$ cat src/gofl_pkg.sv
// package for the general output function logic: register layout, codes, timing
// assumes a 100 MHz core clock and pages 21..28 for the eight outputs
package gofl_pkg;
  localparam int          NUM_OUT        = 8;
  localparam int          NUM_CH         = 16;
  localparam logic [7:0]  CFG_CMD_CODE   = 8'hF8;
  localparam logic [7:0]  FIRST_PAGE     = 8'h15;
  localparam logic [7:0]  LAST_PAGE      = 8'h1C;
  localparam logic [7:0]  ORDER_PAGE     = 8'h19;
  localparam logic [7:0]  ALIGN_PAGE     = 8'h1C;
  localparam logic [7:0]  HIZ_PAGE_A     = 8'h1A;
  localparam logic [7:0]  HIZ_PAGE_B     = 8'h1B;
  localparam int          MASK_LSB       = 16;
  localparam int          OFF_DLY_LSB    = 12;
  localparam int          ON_DLY_LSB     = 8;
  localparam int          DRIVE_BIT      = 7;
  localparam int          POL_BIT        = 6;
  localparam int          FUNC_LSB       = 0;
  localparam logic [31:0] CFG_WR_MASK    = 32'hFFFF_FFC7;
  localparam logic [31:0] CFG_RESET      = 32'h0000_0000;
  localparam int          CLK_MHZ        = 100;
  localparam int          MS_NS          = 1000000;
  localparam int          CLK_NS         = 1000 / CLK_MHZ;
  localparam int          MS_CYCLES      = MS_NS / CLK_NS;
  localparam int          EXTRA_MS       = 2;
  localparam int          DLY_W          = 13;

  typedef enum logic [2:0]
  {
    FN_ALT   = 3'h0,
    FN_ON    = 3'h1,
    FN_OFF   = 3'h2,
    FN_AND   = 3'h3,
    FN_OR    = 3'h4
  } gofl_func_t;

  // delay code to milliseconds
  function automatic logic [DLY_W-1:0] gofl_dly_ms(input logic [3:0] code);
    case (code)
      4'h0:    gofl_dly_ms = 13'h0000;
      4'h1:    gofl_dly_ms = 13'h0005;
      4'h2:    gofl_dly_ms = 13'h000A;
      4'h3:    gofl_dly_ms = 13'h0014;
      4'h4:    gofl_dly_ms = 13'h0028;
      4'h5:    gofl_dly_ms = 13'h003C;
      4'h6:    gofl_dly_ms = 13'h0050;
      4'h7:    gofl_dly_ms = 13'h0064;
      4'h8:    gofl_dly_ms = 13'h00C8;
      4'h9:    gofl_dly_ms = 13'h0190;
      4'hA:    gofl_dly_ms = 13'h0258;
      4'hB:    gofl_dly_ms = 13'h0320;
      4'hC:    gofl_dly_ms = 13'h03E8;
      4'hD:    gofl_dly_ms = 13'h05DC;
      4'hE:    gofl_dly_ms = 13'h07D0;
      default: gofl_dly_ms = 13'h0FA0;
    endcase
  endfunction
endpackage

$ cat src/gofl_pin.sv
// one output pin: mode select, delay filter, polarity and drive type
// assumes ms_tick is a one-cycle pulse once per millisecond on the same clock
`timescale 1ns/10ps
module gofl_pin
  import gofl_pkg::*;
#(
  parameter int N_CH = NUM_CH
)
(
  input  wire logic            ref_clk,
  input  wire logic            rst_n,
  input  wire logic            ms_tick,
  input  wire logic [31:0]     cfg,
  input  wire logic [N_CH-1:0] ok_in,
  input  wire logic [N_CH-1:0] alarm_in,
  input  wire logic            alt_val,
  input  wire logic            alt_oe,
  output logic                 pin_o,
  output logic                 pin_oe,
  output logic                 asserted
);
  logic [2:0]       func;
  logic [N_CH-1:0]  mask;
  logic             comb_in;
  logic             filt_mode;
  logic             want;
  logic [DLY_W-1:0] target_ms;
  logic             filt_ff,   nxt_filt;
  logic [DLY_W-1:0] cnt_ff,    nxt_cnt;
  logic             pin_ff,    nxt_pin;
  logic             oe_ff,     nxt_oe;
  logic             act_ff,    nxt_act;

  assign func      = cfg[FUNC_LSB +: 3];
  assign mask      = cfg[MASK_LSB +: N_CH];
  // mask only matters in the two combinational modes
  assign filt_mode = (func == FN_AND) || (func == FN_OR);
  always_comb
  begin
    comb_in = 1'b0;
    if (func == FN_AND)
      comb_in = &(ok_in | ~mask);
    else if (func == FN_OR)
      comb_in = |(alarm_in & mask);
  end
  // table + extra + 1 ticks; tick phase puts the lag at 2..3 ms past the table
  assign target_ms = gofl_dly_ms(comb_in ? cfg[ON_DLY_LSB +: 4] : cfg[OFF_DLY_LSB +: 4]);

  always_comb
  begin
    nxt_filt = filt_ff;
    nxt_cnt  = cnt_ff;
    if (!filt_mode)
    begin
      nxt_cnt  = '0;
      nxt_filt = 1'b0;
    end
    else if (comb_in == filt_ff)
      nxt_cnt = '0;                                             // any change restarts the wait
    else if (ms_tick)
    begin
      if (cnt_ff >= target_ms + DLY_W'(EXTRA_MS))
      begin
        nxt_filt = comb_in;
        nxt_cnt  = '0;
      end
      else
        nxt_cnt = cnt_ff + 1'b1;
    end
    // input flipped back before expiry: counter cleared above
    case (func)
      FN_ON:   want = 1'b1;
      FN_OFF:  want = 1'b0;
      FN_AND,
      FN_OR:   want = filt_ff;
      default: want = 1'b0;                                     // reserved codes stay inactive
    endcase
    nxt_act = want;
    if (func == FN_ALT)
    begin
      nxt_pin = alt_val;
      nxt_oe  = alt_oe;
    end
    else
    begin
      // level = asserted xnor active-high choice
      nxt_pin = ~(want ^ cfg[POL_BIT]);
      // open drain only pulls low
      nxt_oe  = cfg[DRIVE_BIT] ? ~nxt_pin : 1'b1;
    end
  end

  always_ff @(posedge ref_clk or negedge rst_n)
  begin
    if (!rst_n)
    begin
      filt_ff <= 1'b0;
      cnt_ff  <= '0;
      pin_ff  <= 1'b0;
      oe_ff   <= 1'b0;
      act_ff  <= 1'b0;
    end
    else
    begin
      filt_ff <= nxt_filt;
      cnt_ff  <= nxt_cnt;
      pin_ff  <= nxt_pin;
      oe_ff   <= nxt_oe;
      act_ff  <= nxt_act;
    end
  end

  assign pin_o    = pin_ff;
  assign pin_oe   = oe_ff;
  assign asserted = act_ff;
endmodule

$ cat src/gofl_top.sv
// general output function logic for eight paged output pins
// assumes a command decoder presents page, command, write strobe and data on ref_clk
// Behaviour
// - code 000 gives pin its alternate function
// - pages 21..28 select outputs and alternates
// - codes 001/010 force asserted/deasserted
// - code 011 ands selected power-ok inputs
// - mask bit channel plus 16 includes
// - mask used only for codes 011, 100
// - code 100 ors selected channel alarms
// - masked-off alarms never affect output
// - codes 101..111 define no behaviour
// - delay codes map 0..4000 ms table
// - delays apply only in and/or modes
// - output may lag delay by 2-3 ms
// - input must stay static whole delay
// - bit 7 push-pull or open-drain
// - bits 5:3 always read zero
`timescale 1ns/10ps
module gofl_top
  import gofl_pkg::*;
#(
  parameter int N_OUT = NUM_OUT,
  parameter int N_CH  = NUM_CH,
  parameter int TICK  = MS_CYCLES
)
(
  input  wire logic             ref_clk,
  input  wire logic             rst_n,
  input  wire logic [7:0]       page,
  input  wire logic [7:0]       cmd,
  input  wire logic             wr_en,
  input  wire logic [31:0]      wr_data,
  output logic      [31:0]      rd_data,
  output logic                  rd_hit,
  input  wire logic [N_CH-1:0]  power_ok,
  input  wire logic [N_CH-1:0]  chan_alarm,
  input  wire logic [3:0]       failure_out_src,
  input  wire logic             ordering_signal_src,
  input  wire logic             align_src,
  output logic      [N_OUT-1:0] general_output_pin_o,
  output logic      [N_OUT-1:0] general_output_pin_oe,
  output logic      [N_OUT-1:0] pin_asserted
);
  logic            rst_s1_ff, rst_s2_ff;
  logic            nxt_rst_s1, nxt_rst_s2;
  logic            rst_int_n;
  logic [N_CH-1:0] ok_s1_ff,  ok_s2_ff;
  logic [N_CH-1:0] nxt_ok_s1, nxt_ok_s2;
  logic [N_CH-1:0] alm_s1_ff, alm_s2_ff;
  logic [N_CH-1:0] nxt_alm_s1, nxt_alm_s2;
  logic [31:0]     cfg_ff [N_OUT];
  logic [31:0]     nxt_cfg [N_OUT];
  logic [31:0]     tick_cnt_ff, nxt_tick_cnt;
  logic            tick_ff, nxt_tick;
  logic [31:0]     rd_ff, nxt_rd;
  logic            hit_ff, nxt_hit;
  logic [N_OUT-1:0] alt_val;
  logic [N_OUT-1:0] alt_oe;

  function automatic logic page_ok(input logic [7:0] p);
    page_ok = (p >= FIRST_PAGE) && (p <= LAST_PAGE);
  endfunction

  // page that addresses output i
  function automatic logic [7:0] pin_page(input int i);
    pin_page = FIRST_PAGE + 8'(i);
  endfunction

  // only the release edge is retimed; entry into reset stays asynchronous
  always_comb
  begin
    nxt_rst_s1 = 1'b1;
    nxt_rst_s2 = rst_s1_ff;
  end

  always_ff @(posedge ref_clk or negedge rst_n)
  begin
    if (!rst_n)
    begin
      rst_s1_ff <= 1'b0;
      rst_s2_ff <= 1'b0;
    end
    else
    begin
      rst_s1_ff <= nxt_rst_s1;
      rst_s2_ff <= nxt_rst_s2;
    end
  end
  assign rst_int_n = rst_s2_ff;

  // channel inputs come from pins, so two stages first
  always_comb
  begin
    nxt_ok_s1  = power_ok;
    nxt_ok_s2  = ok_s1_ff;
    nxt_alm_s1 = chan_alarm;
    nxt_alm_s2 = alm_s1_ff;
  end

  always_ff @(posedge ref_clk or negedge rst_int_n)
  begin
    if (!rst_int_n)
    begin
      ok_s1_ff  <= '0;
      ok_s2_ff  <= '0;
      alm_s1_ff <= '0;
      alm_s2_ff <= '0;
    end
    else
    begin
      ok_s1_ff  <= nxt_ok_s1;
      ok_s2_ff  <= nxt_ok_s2;
      alm_s1_ff <= nxt_alm_s1;
      alm_s2_ff <= nxt_alm_s2;
    end
  end

  always_comb
  begin
    nxt_tick     = 1'b0;
    nxt_tick_cnt = tick_cnt_ff + 32'h1;
    if (tick_cnt_ff >= 32'(TICK - 1))
    begin
      nxt_tick_cnt = '0;
      nxt_tick     = 1'b1;
    end
  end

  always_ff @(posedge ref_clk or negedge rst_int_n)
  begin
    if (!rst_int_n)
    begin
      tick_cnt_ff <= '0;
      tick_ff     <= 1'b0;
    end
    else
    begin
      tick_cnt_ff <= nxt_tick_cnt;
      tick_ff     <= nxt_tick;
    end
  end

  // rewrites take effect at once; quiet-time is left to software
  always_comb
  begin
    for (int i = 0; i < N_OUT; i++)
    begin
      nxt_cfg[i] = cfg_ff[i];
      if (wr_en && (cmd == CFG_CMD_CODE) && (page == pin_page(i)))
        nxt_cfg[i] = wr_data & CFG_WR_MASK;
    end
    nxt_hit = (cmd == CFG_CMD_CODE) && page_ok(page);
    nxt_rd  = '0;
    if (nxt_hit)
      nxt_rd = cfg_ff[3'(page - FIRST_PAGE)];
  end

  always_ff @(posedge ref_clk or negedge rst_int_n)
  begin
    if (!rst_int_n)
    begin
      for (int i = 0; i < N_OUT; i++)
        cfg_ff[i] <= CFG_RESET;
      rd_ff       <= '0;
      hit_ff      <= 1'b0;
    end
    else
    begin
      for (int i = 0; i < N_OUT; i++)
        cfg_ff[i] <= nxt_cfg[i];
      rd_ff       <= nxt_rd;
      hit_ff      <= nxt_hit;
    end
  end
  assign rd_data = rd_ff;
  assign rd_hit  = hit_ff;

  // alternate functions: open-drain low-active signals drive only when low
  always_comb
  begin
    for (int i = 0; i < N_OUT; i++)
    begin
      alt_val[i] = 1'b0;
      alt_oe[i]  = 1'b0;
      if (pin_page(i) < ORDER_PAGE)
      begin
        alt_val[i] = ~failure_out_src[i];
        alt_oe[i]  = failure_out_src[i];
      end
      else if (pin_page(i) == ORDER_PAGE)
      begin
        alt_val[i] = ~ordering_signal_src;
        alt_oe[i]  = ordering_signal_src;
      end
      else if (pin_page(i) == ALIGN_PAGE)
      begin
        alt_val[i] = align_src;
        alt_oe[i]  = 1'b1;
      end
      // remaining pages stay high impedance
    end
  end

  for (genvar g = 0; g < N_OUT; g++)
  begin : g_pin
    gofl_pin #(.N_CH(N_CH)) u_pin
    (
      .ref_clk  (ref_clk),
      .rst_n    (rst_int_n),
      .ms_tick  (tick_ff),
      .cfg      (cfg_ff[g]),
      .ok_in    (ok_s2_ff),
      .alarm_in (alm_s2_ff),
      .alt_val  (alt_val[g]),
      .alt_oe   (alt_oe[g]),
      .pin_o    (general_output_pin_o[g]),
      .pin_oe   (general_output_pin_oe[g]),
      .asserted (pin_asserted[g])
    );
  end
endmodule

$ cat config.mk
export PLATFORM = sky130hd
export DESIGN_NAME = gofl_top
export DESIGN_NICKNAME = d
export VERILOG_FILES = /design/src/gofl_pkg.sv /design/src/gofl_pin.sv /design/src/gofl_top.sv
export SDC_FILE = /design/constraint.sdc
export NUM_CORES = 1
export LEC_CHECK = 0
export BUFFER_PORTS_ARGS = -buffer_cell sky130_fd_sc_hd__buf_2
export CAP_MARGIN = 20
export CORE_MARGIN = 2
export CORE_UTILIZATION = 40
export CTS_CLUSTER_SIZE = 30
export DETAILED_ROUTE_END_ITERATION = 10
export PLACE_DENSITY = 0.62
export SLEW_MARGIN = 20
export SYNTH_ARGS = -nofsm -noshare
export SYNTH_HDL_FRONTEND = slang
export SYNTH_SLANG_ARGS = --single-unit
$ cat constraint.sdc
create_clock -name ref_clk -period 16 [get_ports ref_clk]
set_input_delay 1.6 -clock ref_clk [delete_from_list [all_inputs] [get_ports ref_clk]]
set_output_delay 1.6 -clock ref_clk [all_outputs]
set_load 0.02 [all_outputs]
### Word-level counts from Yosys, hierarchy flattened

Memory sizes are Yosys's and may differ from the RTL's.
Cells that the tools add are included.

* reductions and logical operators: 59
* add/sub/neg operators: 18
* bitwise logic cells: 46
* magnitude comparators: 12
* multiplexer cells: 126
* equality and inequality tests: 73

Operators with widths (number)
* $mux W13: 32
* $and A16 B16 Y16: 8
* $mux W32: 4
* $not A16 Y16: 8
* $or A16 B16 Y16: 8
* $reduce_and A16 Y1: 8
* $reduce_or A16 Y1: 8
* $add A13 B1 Y13 const B: 8
* $add A13 B2 Y13 const B: 8
* $ge A13 B13 Y1: 8
* $bmux W32 S3: 1
* $mux W1: 73
* $eq A8 B5 Y1 const B: 8
* $ne A2 B2 Y1 const B: 24
* $add A32 B1 Y32 const B: 1
* $ge A32 B17 Y1 const B: 1
* $mux W4: 8
* $eq A3 B1 Y1 const B: 8
* $eq A3 B2 Y1 const B: 8
* $eq A3 B3 Y1 const B: 8
* $logic_not A3 Y1: 8
* $ne A3 B3 Y1 const B: 8
* $reduce_and A3 Y1: 8
* $pmux W1 S2: 8
* other kinds (12): 62

* memories: 8
* output and inout bits: 57
* bits in read-only memories: 1536
* input bits: 89
* register bits: 500

Memories
* (no name shown): depth 16, bits a word 12, rd ports 1, clocked after Yosys merged registers in 0, wr ports 0, RTL line gofl_pkg.sv:39 `case (code)`
* (no name shown): depth 16, bits a word 12, rd ports 1, clocked after Yosys merged registers in 0, wr ports 0, RTL line gofl_pkg.sv:39
* (no name shown): depth 16, bits a word 12, rd ports 1, clocked after Yosys merged registers in 0, wr ports 0, RTL line gofl_pkg.sv:39
* (no name shown): depth 16, bits a word 12, rd ports 1, clocked after Yosys merged registers in 0, wr ports 0, RTL line gofl_pkg.sv:39
* (no name shown): depth 16, bits a word 12, rd ports 1, clocked after Yosys merged registers in 0, wr ports 0, RTL line gofl_pkg.sv:39
* (no name shown): depth 16, bits a word 12, rd ports 1, clocked after Yosys merged registers in 0, wr ports 0, RTL line gofl_pkg.sv:39
* +2 memories

### Longest topological paths before layout

Gate-level depths: netlist (run 1).
An unclocked memory read counts as a cell.

* word-level depth: 12
* depth in mapped cells: 29
* mapped depth without buffers: 26

### By module

From an unflattened synthesis (run 1), not the netlist that was laid out.

* cell total of the unflattened synthesis: 2821
* area, all modules: 30619.4 um^2

By module, submodules not included
* gofl_pin: area an instance 2020.7 um^2, sequential area each 425.4 um^2, cells an instance 238, times used 8
* gofl_top: area an instance 14453.9 um^2, sequential area each 9033.7 um^2, cells an instance 917, times used 1

### Worst setup path after synthesis (run 1)

OpenSTA, ideal clock, no wires.

* kind: register to register
* start point: register cfg_ff[116] in the netlist's numbering
* end point: register g_pin[4].u_pin.cnt_ff[3]
* required time: 15.921 ns
* clock period less this slack: 5.283 ns
* cell stages (with the launch flop): 29
* arrival: 5.203 ns
* path slack: 10.717 ns
* buffers on the path: 2
* cell sequence: dfrtp_1 > nor2b_1 > a2111o_1 > nor4_1 > and3_1 > buf_2 > nor2_1 > mux2_2 > inv_1 > ha_1 > inv_1 > a221oi_1 > or2_2 > ha_1 > inv_1 > a221oi_1 > xnor2_1 > mux2i_1 > ha_1 > a21o_1 > a21o_1 > a21o_1 > a21o_1 > a21oi_1 > o31ai_1 > a311oi_1 > buf_2 > nand4_1 > mux2i_1

* longest elaborated chain between the ends: 12

RTL lines
* start: declaration: RTL line gofl_top.sv:52 `logic [31:0] cfg_ff [N_OUT];`
* start signal: indexed assignment: RTL line gofl_top.sv:171 `cfg_ff[i] <= nxt_cfg[i];`
* $and A16 B16 Y16 / $not A16 Y16 (equally long branches): RTL line gofl_pin.sv:44, gofl_pin.sv:42
* $reduce_or A16 Y1 / $or A16 B16 Y16 (equally long branches): RTL line gofl_pin.sv:44, gofl_pin.sv:42
* $mux W1 / $reduce_and A16 Y1 (equally long branches): RTL line gofl_pin.sv:43, gofl_pin.sv:42
* $mux W1 (*): RTL line gofl_pin.sv:41 `if (func == FN_AND)`
* $mux W4: RTL line gofl_pin.sv:47 `assign target_ms = gofl_dly_ms(comb_in ? cfg[ON_DLY_LSB +: 4] : cfg[OFF_DLY_LSB +: 4]);`
* $mem_v2 Z16 W12
* $add A13 B2 Y13: RTL line gofl_pin.sv:62 `if (cnt_ff >= target_ms + DLY_W'(EXTRA_MS))`
* $ge A13 B13 Y1: RTL line gofl_pin.sv:62
* $mux W13: RTL line gofl_pin.sv:62
* $mux W13: RTL line gofl_pin.sv:60 `else if (ms_tick)`
* $mux W13: RTL line gofl_pin.sv:58 `else if (comb_in == filt_ff)`
* $mux W13: RTL line gofl_pin.sv:53 `if (!filt_mode)`
* end signal: assignment: RTL line gofl_pin.sv:106 `cnt_ff <= nxt_cnt;`
* end: declaration: RTL line gofl_pin.sv:29 `logic [DLY_W-1:0] cnt_ff, nxt_cnt;`

Mark *: on every way between the ends. The rest lies on a longest branch, timed or not. The select of a mux whose other input is x is not followed.
A chain may end at the register's enable or synchronous reset.

### Worst setup path in the final report (run 1)

* start point: register cfg_ff[96] in the netlist's numbering
* end point: register g_pin[4].u_pin.cnt_ff[9]

* longest elaborated chain between the ends: 11

RTL lines
* $eq A3 B3 Y1: RTL line gofl_pin.sv:37, gofl_pin.sv:43
* $mux W1: RTL line gofl_pin.sv:43 `else if (func == FN_OR)`
* $mux W1: RTL line gofl_pin.sv:41
* $mux W4: RTL line gofl_pin.sv:47
* $mem_v2 Z16 W12
* $add A13 B2 Y13: RTL line gofl_pin.sv:62
* $ge A13 B13 Y1: RTL line gofl_pin.sv:62
* $mux W13: RTL line gofl_pin.sv:62
* $mux W13: RTL line gofl_pin.sv:60
* $mux W13: RTL line gofl_pin.sv:58
* $mux W13: RTL line gofl_pin.sv:53

Several ways; a longest one is shown, not always the timed one. The select of a mux whose other input is x is not followed.

==> impl_results.rst, run 1 <==
.. list-table::
   :header-rows: 1

   * - Metric
     - Value
   * - Headroom to the max-slew limit
     - 21.40%
   * - Total number of placement rows
     - 99
   * - Number of pins exceeding their max-slew limit in the final report
     - 0
   * - Unique cell type count in the Yosys netlist
     - 86
   * - TritonCTS clock tree
     - yes
   * - Core outline area
     - 0.07283 mm²
   * - Reported max-cap violation count
     - 0
   * - N_diodes
     - 0
   * - Post-CTS sizing
     - 0
   * - Wire length after detailed routing
     - 91760 µm
   * - Min setup slack post-route
     - around 9.4 ns
   * - Number of global-route vias before repair
     - between 20000 and 25000
   * - Slowest stage cell, crit path
     - nor4_1
   * - Final setup TNS
     - 0 ns
   * - Post-CTS Hold Fix Bufs
     - 0
   * - Initial core utilization
     - 40.32%
   * - Slew at the pin with the worst max-slew slack
     - around 1.1 ns
   * - # nets final
     - around 3200
   * - Die area
     - about 0.076 mm²
   * - Unrepaired setup endpoints after global routing
     - false
   * - Total number of vias
     - 22820
   * - Avg Vias per Cell
     - 5.864
   * - Clock Root Buffer
     - clkbuf_16
   * - Post-Syn Instances
     - roughly 2800
   * - Share of Yosys cell area claimed by the top area cell type
     - 42.35%
   * - Total leakage power
     - 0.01538 µW
   * - Post-Place Worst Slack
     - 9.470 ns
   * - Number of I/O port buffers
     - 139
   * - Portion of total power attributed to the clock network
     - 50.6%
   * - Peak supply drop
     - 0.00007734 V
   * - Post-CTS Setup Inserts
     - 0
   * - Sequential cell fraction of total power
     - 45.9%
   * - Clock sink count
     - 497
   * - Source-to-sink clock delay at the later pin of the worst-skew pair
     - 0.66 ns
   * - Leading post-synthesis cells by instance count
     - dfrtp_1, mux2_2, nand2_1
   * - Global-route usage over all layers
     - 24.27%
   * - Leading cell types by total area after synthesis
     - dfrtp_1, mux2_2, ha_1
   * - First-pass GRT wire length
     - ~140000 µm
   * - Post-synthesis register bit count
     - 497
   * - Top flip-flop cell by instance count after synthesis
     - dfrtp_1
   * - Asr flop ratio synth
     - 100.0%
   * - HPWL after DPL
     - 68650 µm
   * - Final routed wire length divided by cell count
     - between 20 and 25 µm
   * - Layout area overhead
     - 12.31%
   * - Result of the run
     - finished clean
   * - Cell occurring most often along the worst timing path
     - a21o_1
   * - Pin count of the biggest net entering global routing
     - 181
   * - Req. time, crit path
     - 16.56 ns
   * - Sequential share of the synthesized area
     - a little over two fifths
   * - Post-DRT Antenna Nets
     - 0
   * - Combinational Power Share
     - 3.5%
   * - CP Class
     - flip-flop to flip-flop
   * - Kind of end point of the critical path
     - flip-flop
   * - Mean area per synthesized cell
     - 10.59 µm²
   * - Longest Clk Path Bufs
     - 3
   * - Final min period
     - 6.641 ns
   * - Worst Path Arrival
     - 7.20 ns
   * - Net switching fraction of the power
     - 23.69%
   * - Leading area contributor after synthesis
     - dfrtp_1
   * - Antenna violations before repair
     - 5
   * - Class of the tightest hold or removal check
     - flip-flop to async pin
   * - Die Ht
     - 275.0 µm
   * - Library cell with the highest instance count after synthesis
     - dfrtp_1
   * - Number of enable-type register cells in the synthesized netlist
     - 0
   * - Congestion Overflow GR
     - 0
   * - Power Internal
     - ~2100 µW
   * - Final worst-path cycle share
     - between 40% and 50%
   * - Final setup viols
     - 0
   * - Number of buffers inserted during clock tree synthesis
     - 58
   * - Worst Clk Skew
     - 0.03634 ns
   * - Iter 0 DRT Violations
     - 1810
   * - Router iterations before antenna repair
     - 5
   * - Share of final-layout standard cells stronger than drive strength 1
     - a little over a fifth
   * - Post-CTS clock slew at the launch and capture registers of the worst setup and hold paths
     - 0.07 ns
   * - Critical path peak fanout
     - 23
   * - YS warnings
     - 0
   * - Final routed DRC violation total
     - 0
   * - Number of H-tree levels
     - 2
   * - Startpoint type of the worst setup path
     - flip-flop
   * - Max frequency
     - about 0.15 GHz
   * - Power per cell area
     - 84.94 mW/mm²
   * - Final count of hold timing violations
     - 0
   * - DIE WIDTH
     - 275.0 µm
   * - Post-synthesis instance area
     - 0.02937 mm²
   * - Global placement routability congestion
     - about 1.0
   * - P_sw
     - 663.5 µW
   * - Number of I/O pins
     - 146
   * - Critical Path Max Stage Delay
     - 0.70 ns
   * - Count of fill cells added during filler insertion
     - roughly 6800
-- layout make-up --
cell class / instances / area, µm² / share of cell area (%)
tap: 959 / 1200 / 3.638
clock inverter: 33 / 422.9 / 1.282
sequential: 497 / 12440 / 37.72
inverter: 105 / 394.1 / 1.195
multi-input combinational: 2057 / 15990 / 48.49
timing repair buffer: 163 / 888.4 / 2.693
clock buffer: 77 / 1643 / 4.981
-- per-layer routing --
metal / vias to the layer above / track usage [%] / wire length, µm
li1: 10420 / - / -
met1: 11440 / 31.69 / 38790
met2: 771 / 40.26 / 43520
met3: 180 / 3.779 / 5461
met4: 8 / 10.01 / 3923
met5: - / 0 / 62
-- layout by cell type (no fill, tap or decap), types with 12 or more instances in the layout --
master / n
and2_1: 19
buf_4: 23
nor3b_1: 26
a22o_1: 52
conb_1: 27
inv_1: 105
nand4_1: 19
nor4_1: 18
xor2_1: 22
or3_1: 27
nand2_1: 204
nand3_1: 93
a21oi_1: 126
o21ai_0: 137
xnor2_1: 37
o211ai_1: 14
nor2b_1: 74
clkbuf_16: 58
nor2_1: 114
and3_1: 73
nor3_1: 32
and4_1: 16
a221oi_1: 37
mux2_2: 251
a31oi_1: 46
a21o_1: 57
nand2b_1: 53
a22oi_1: 29
buf_2: 139
clkbuf_8: 12
mux2i_1: 37
dfrtp_1: 496
mux4_2: 58
ha_1: 181
-- through the flow --
stage / hold WS (ns) / instances / util [%] / total power [µW] / cell area, µm²
after CTS: 0.3479 / 3890 / 45.27 / 2832 / 32970
after global placement: 0.3328 / 3780 / 42.44 / 1405 / 30910
final: 0.3430 / 3891 / 45.28 / 2801 / 32980
after floorplan: 0.3312 / 2798 / - / 1357 / 29460
after detailed placement: 0.3347 / 3780 / 42.44 / 1407 / 30910
after global routing: 0.3497 / 3891 / 45.28 / 2893 / 32980
-- final timing paths --
kind                                from  cells after the start                        to  slack, ns
setup / recovery              cfg_ff[96]                     27  g_pin[4].u_pin.cnt_ff[9]       9.36
hold / removal                 rst_int_n                      0               rd_data[25]       0.34
setup reg to reg              cfg_ff[96]                     27  g_pin[4].u_pin.cnt_ff[9]       9.36
hold reg to reg                rst_int_n                      0               rd_data[25]       0.34
max in group asynchronous      rst_int_n                      2  g_pin[7].u_pin.cnt_ff[5]      13.43
min in group ref_clk       alm_s1_ff[14]                      0             alm_s2_ff[14]       0.34
-- registers in the layout, indices dropped and copies added, names as in the netlist, 16 cells and up --
name / cells
alm_s1_ff: 16
ok_s2_ff: 16
nxt_ok_s2: 16
rd_data: 29
alm_s2_ff: 16
g_pin.u_pin.cnt_ff: 104
tick_cnt_ff: 32
cfg_ff: 232
-- logic make-up after synthesis --
group	after synthesis	share of synthesized area, %
adders and majority gates	182	7.755
xor gates and xnor gates	62	1.875
other	2	0.02557
AOI/OAI and AO/OA	630	14.48
and+or+nand+nor	810	14.56
DFF	497	42.35
buffers and inverters	244	3.622
muxes	346	15.33
-- critical path, delay by kind of cell (launching register included) --
family | cells | cell delay, ns
simple gates | 5 | 1.90
flops | 1 | 0.54
xor+xnor | 1 | 0.19
fa+ha+maj | 3 | 0.52
buf+inv | 4 | 0.63
mux | 2 | 0.51
compound gates | 12 | 2.24
-- power by group through the flow --
stage | Clock, µW | Combinational [µW] | Sequential (µW)
floorplan | 0 | 42.5 | 1310
global placement | 0 | 96.5 | 1310
detailed placement | 0 | 98.5 | 1310
CTS | 1450 | 98.7 | 1290
global route | 1500 | 107 | 1290
finish | 1420 | 97.3 | 1290
No activity file was read; power rests on OpenSTA's default activity.
==> run 2, diff against run 1 <==
clock period = 5.92 ns   (was 16 ns; I/O delays follow)
==> impl_results.rst, run 2 (synthesized netlist as in run 1, its figures left out) <==
.. list-table::
   :header-rows: 1

   * - Metric
     - Value
   * - Critical path peak fanout
     - 22
   * - Max FFs per register
     - 232
   * - Min Hold Slack
     - 0.04900 ns
   * - Post-DRT Antenna Nets
     - 0
   * - Number of I/O pins
     - 146
   * - Final min period
     - roughly 5.6 ns
   * - Total number of placement rows
     - 99
   * - Number of I/O port buffers
     - 139
   * - Worst Clk Skew
     - 0.02269 ns
   * - Initial core utilization
     - 40.32%
   * - Final worst-path cycle share
     - 95.04%
   * - Clock sink count
     - 497
   * - Wire length after detailed routing
     - between 90000 and 100000 µm
   * - Headroom to the max-slew limit
     - 38.24%
   * - Post-Place Worst Slack
     - -0.01772 ns
   * - Die Ht
     - approximately 270 µm
   * - Final routed DRC violation total
     - 0
   * - Antenna violations before repair
     - 6
   * - Worst reg2reg startpoint
     - ok_s2_ff[12]
   * - Worst Path Arrival
     - 6.20 ns
   * - Router iterations before antenna repair
     - 6
   * - Global placement routability congestion
     - about 0.94
   * - Congestion Overflow GR
     - 0
   * - Layout area overhead
     - 16.51%
   * - TritonCTS clock tree
     - yes
   * - Critical Path Stages
     - 26
   * - Final routed wire length divided by cell count
     - 23.39 µm
   * - Source-to-sink clock delay at the later pin of the worst-skew pair
     - 0.64 ns
   * - Final setup viols
     - 0
   * - Iter 0 DRT Violations
     - slightly above 2000
   * - Crit path from
     - ok_s2_ff[12]
   * - Buffers plus inverters on the worst setup path
     - 6
   * - Total leakage power
     - around 0.016 µW
   * - Leading cell type in the layout, fill and taps excluded
     - dfrtp_1
   * - Number of buffers inserted during clock tree synthesis
     - 57
   * - Slew at the pin with the worst max-slew slack
     - 0.9264 ns
   * - Min setup slack post-route
     - 0.2936 ns
   * - Global-route usage over all layers
     - approximately 25%
   * - Clock Root Buffer
     - clkbuf_16
   * - Result of the run
     - finished clean
   * - Worst Hold Path Cells
     - 1
   * - Cell occurring most often along the worst timing path
     - buf_4
   * - Power per cell area
     - 220.5 mW/mm²
   * - Reported max-cap violation count
     - 0
   * - HPWL after DPL
     - approximately 70000 µm
   * - Register area
     - 0.01245 mm²
   * - # nets final
     - 3287
   * - First-pass GRT wire length
     - between 100000 and 150000 µm
   * - Core outline area
     - 0.07283 mm²
   * - Post-CTS clock slew at the launch and capture registers of the worst setup and hold paths
     - ~0.06 ns
   * - Cell class contributing the biggest share of worst-path delay
     - simple AND/OR/NAND/NOR gates
   * - Startpoint type of the worst setup path
     - flip-flop
   * - Number of H-tree levels
     - 2
   * - Reg2reg setup slack
     - roughly 0.29 ns
   * - Longest Clk Path Bufs
     - 3
   * - Share of final-layout standard cells stronger than drive strength 1
     - between 20% and 30%
   * - Register with the most flip-flops
     - cfg_ff
   * - CP Class
     - flip-flop to flip-flop
   * - Commonest cells after routing, fill and taps aside
     - dfrtp_1, mux2_2, nand2_1
   * - Avg Vias per Cell
     - 5.860
   * - Die area
     - 0.07560 mm²
   * - Slowest stage cell, crit path
     - dfrtp_1
   * - DIE WIDTH
     - 275.0 µm
   * - Class of the tightest hold or removal check
     - primary input to flip-flop
   * - Total number of vias
     - 23590
   * - Critical Path Max Stage Delay
     - 0.39 ns
   * - Final count of hold timing violations
     - 0
   * - Footprint of the multi-input gates
     - 0.01616 mm²
   * - Number of pins exceeding their max-slew limit in the final report
     - 0
   * - Kind of end point of the critical path
     - flip-flop
   * - Largest registers
     - cfg_ff: 232 flops, g_pin.u_pin.cnt_ff: 104 flops, tick_cnt_ff: 32 flops
   * - RR Endpoint
     - g_pin[1].u_pin.cnt_ff[8]
   * - Peak supply drop
     - 0.0002400 V
   * - Destination of the worst hold path
     - alm_s1_ff[11]
   * - Number of global-route vias before repair
     - 23600
   * - Pin count of the biggest net entering global routing
     - between 150 and 200
   * - Count of fill cells added during filler insertion
     - 6708
   * - Hold path startpoint
     - chan_alarm[11]
   * - Worst Reg-to-Reg Cells
     - 26
   * - Max frequency
     - 0.1777 GHz
   * - Req. time, crit path
     - 6.50 ns
   * - Unrepaired setup endpoints after global routing
     - true
==> run 2: changes by cell type in the layout (fill, tap and decap cells not counted), sizes merged <==
cell | previous run | this run
diode | 0 | 2
clkbuf | 77 | 73
inv | 111 | 108
dlygate4sd3 | 0 | 1
clkinv | 17 | 15
clkinvlp | 3 | 9
buf | 163 | 297
==> run 2: layout make-up <==
| class | instances | area share (%) |
|---|---|---|
| flip-flops and latches | 497 | 36.38 |
| multi-input cells | 2057 | 47.22 |
| repair buffers | 298 | 5.796 |
| diodes | 2 | 0.01463 |
| well taps | 959 | 3.507 |
| inverters | 105 | 1.163 |
| clock inverters | 34 | 1.284 |
| clock buffers | 73 | 4.637 |
==> run 2: report_power, final <==
group | switching (µW) | total [µW] | internal (µW)
logic | 213 | 300 | 87.0
registers | 40.4 | 3470 | 3430
clock network | 1550 | 3770 | 2220
==> run 2: metrics by stage <==
stage | setup TNS, ns | utilization [%] | power (µW) | std cells | cell area [µm²]
floorplan | 0 | - | 3664 | 2798 | 29460
global placement | 0 | 43.92 | 3826 | 3914 | 31990
detailed placement | -0.01772 | 43.92 | 3831 | 3914 | 31990
CTS | 0 | 46.73 | 7619 | 4022 | 34030
global route | -0.02157 | 46.97 | 7784 | 4025 | 34210
finish | 0 | 46.97 | 7544 | 4025 | 34210
==> run 2: how the worst max path moves through the flow <==
stage                                    end  slack, ns
floorplan           g_pin[4].u_pin.cnt_ff[3]       0.64
global placement    g_pin[1].u_pin.cnt_ff[8]       0.09
detailed placement  g_pin[1].u_pin.cnt_ff[8]      -0.02
CTS                 g_pin[1].u_pin.cnt_ff[8]       0.11
global route        g_pin[1].u_pin.cnt_ff[8]      -0.02
finish              g_pin[1].u_pin.cnt_ff[8]       0.29
==> run 2: timing repair <==
| action | in CTS | in global routing |
|---|---|---|
| setup endpoints to repair | 2 | 95 |
| gates resized for setup | 1 | 44 |
| hold buffers | 1 | 0 |
| endpoints found under the hold margin | 2 | 0 |
| setup buffers | 0 | 1 |
| pin swaps | 0 | 3 |
==> run 2: routing by layer <==
metal  up-vias  wire (µm)  global-route usage, %  part of all wire [%]
li1      10680          -                      -                     -
met1     11880      38750                  31.28                    41
met2       807      45200                  41.95                    48
met3       209       5804                  4.338                   6.2
met4         8       4341                  11.02                   4.6
met5         -         55                      0                 0.058
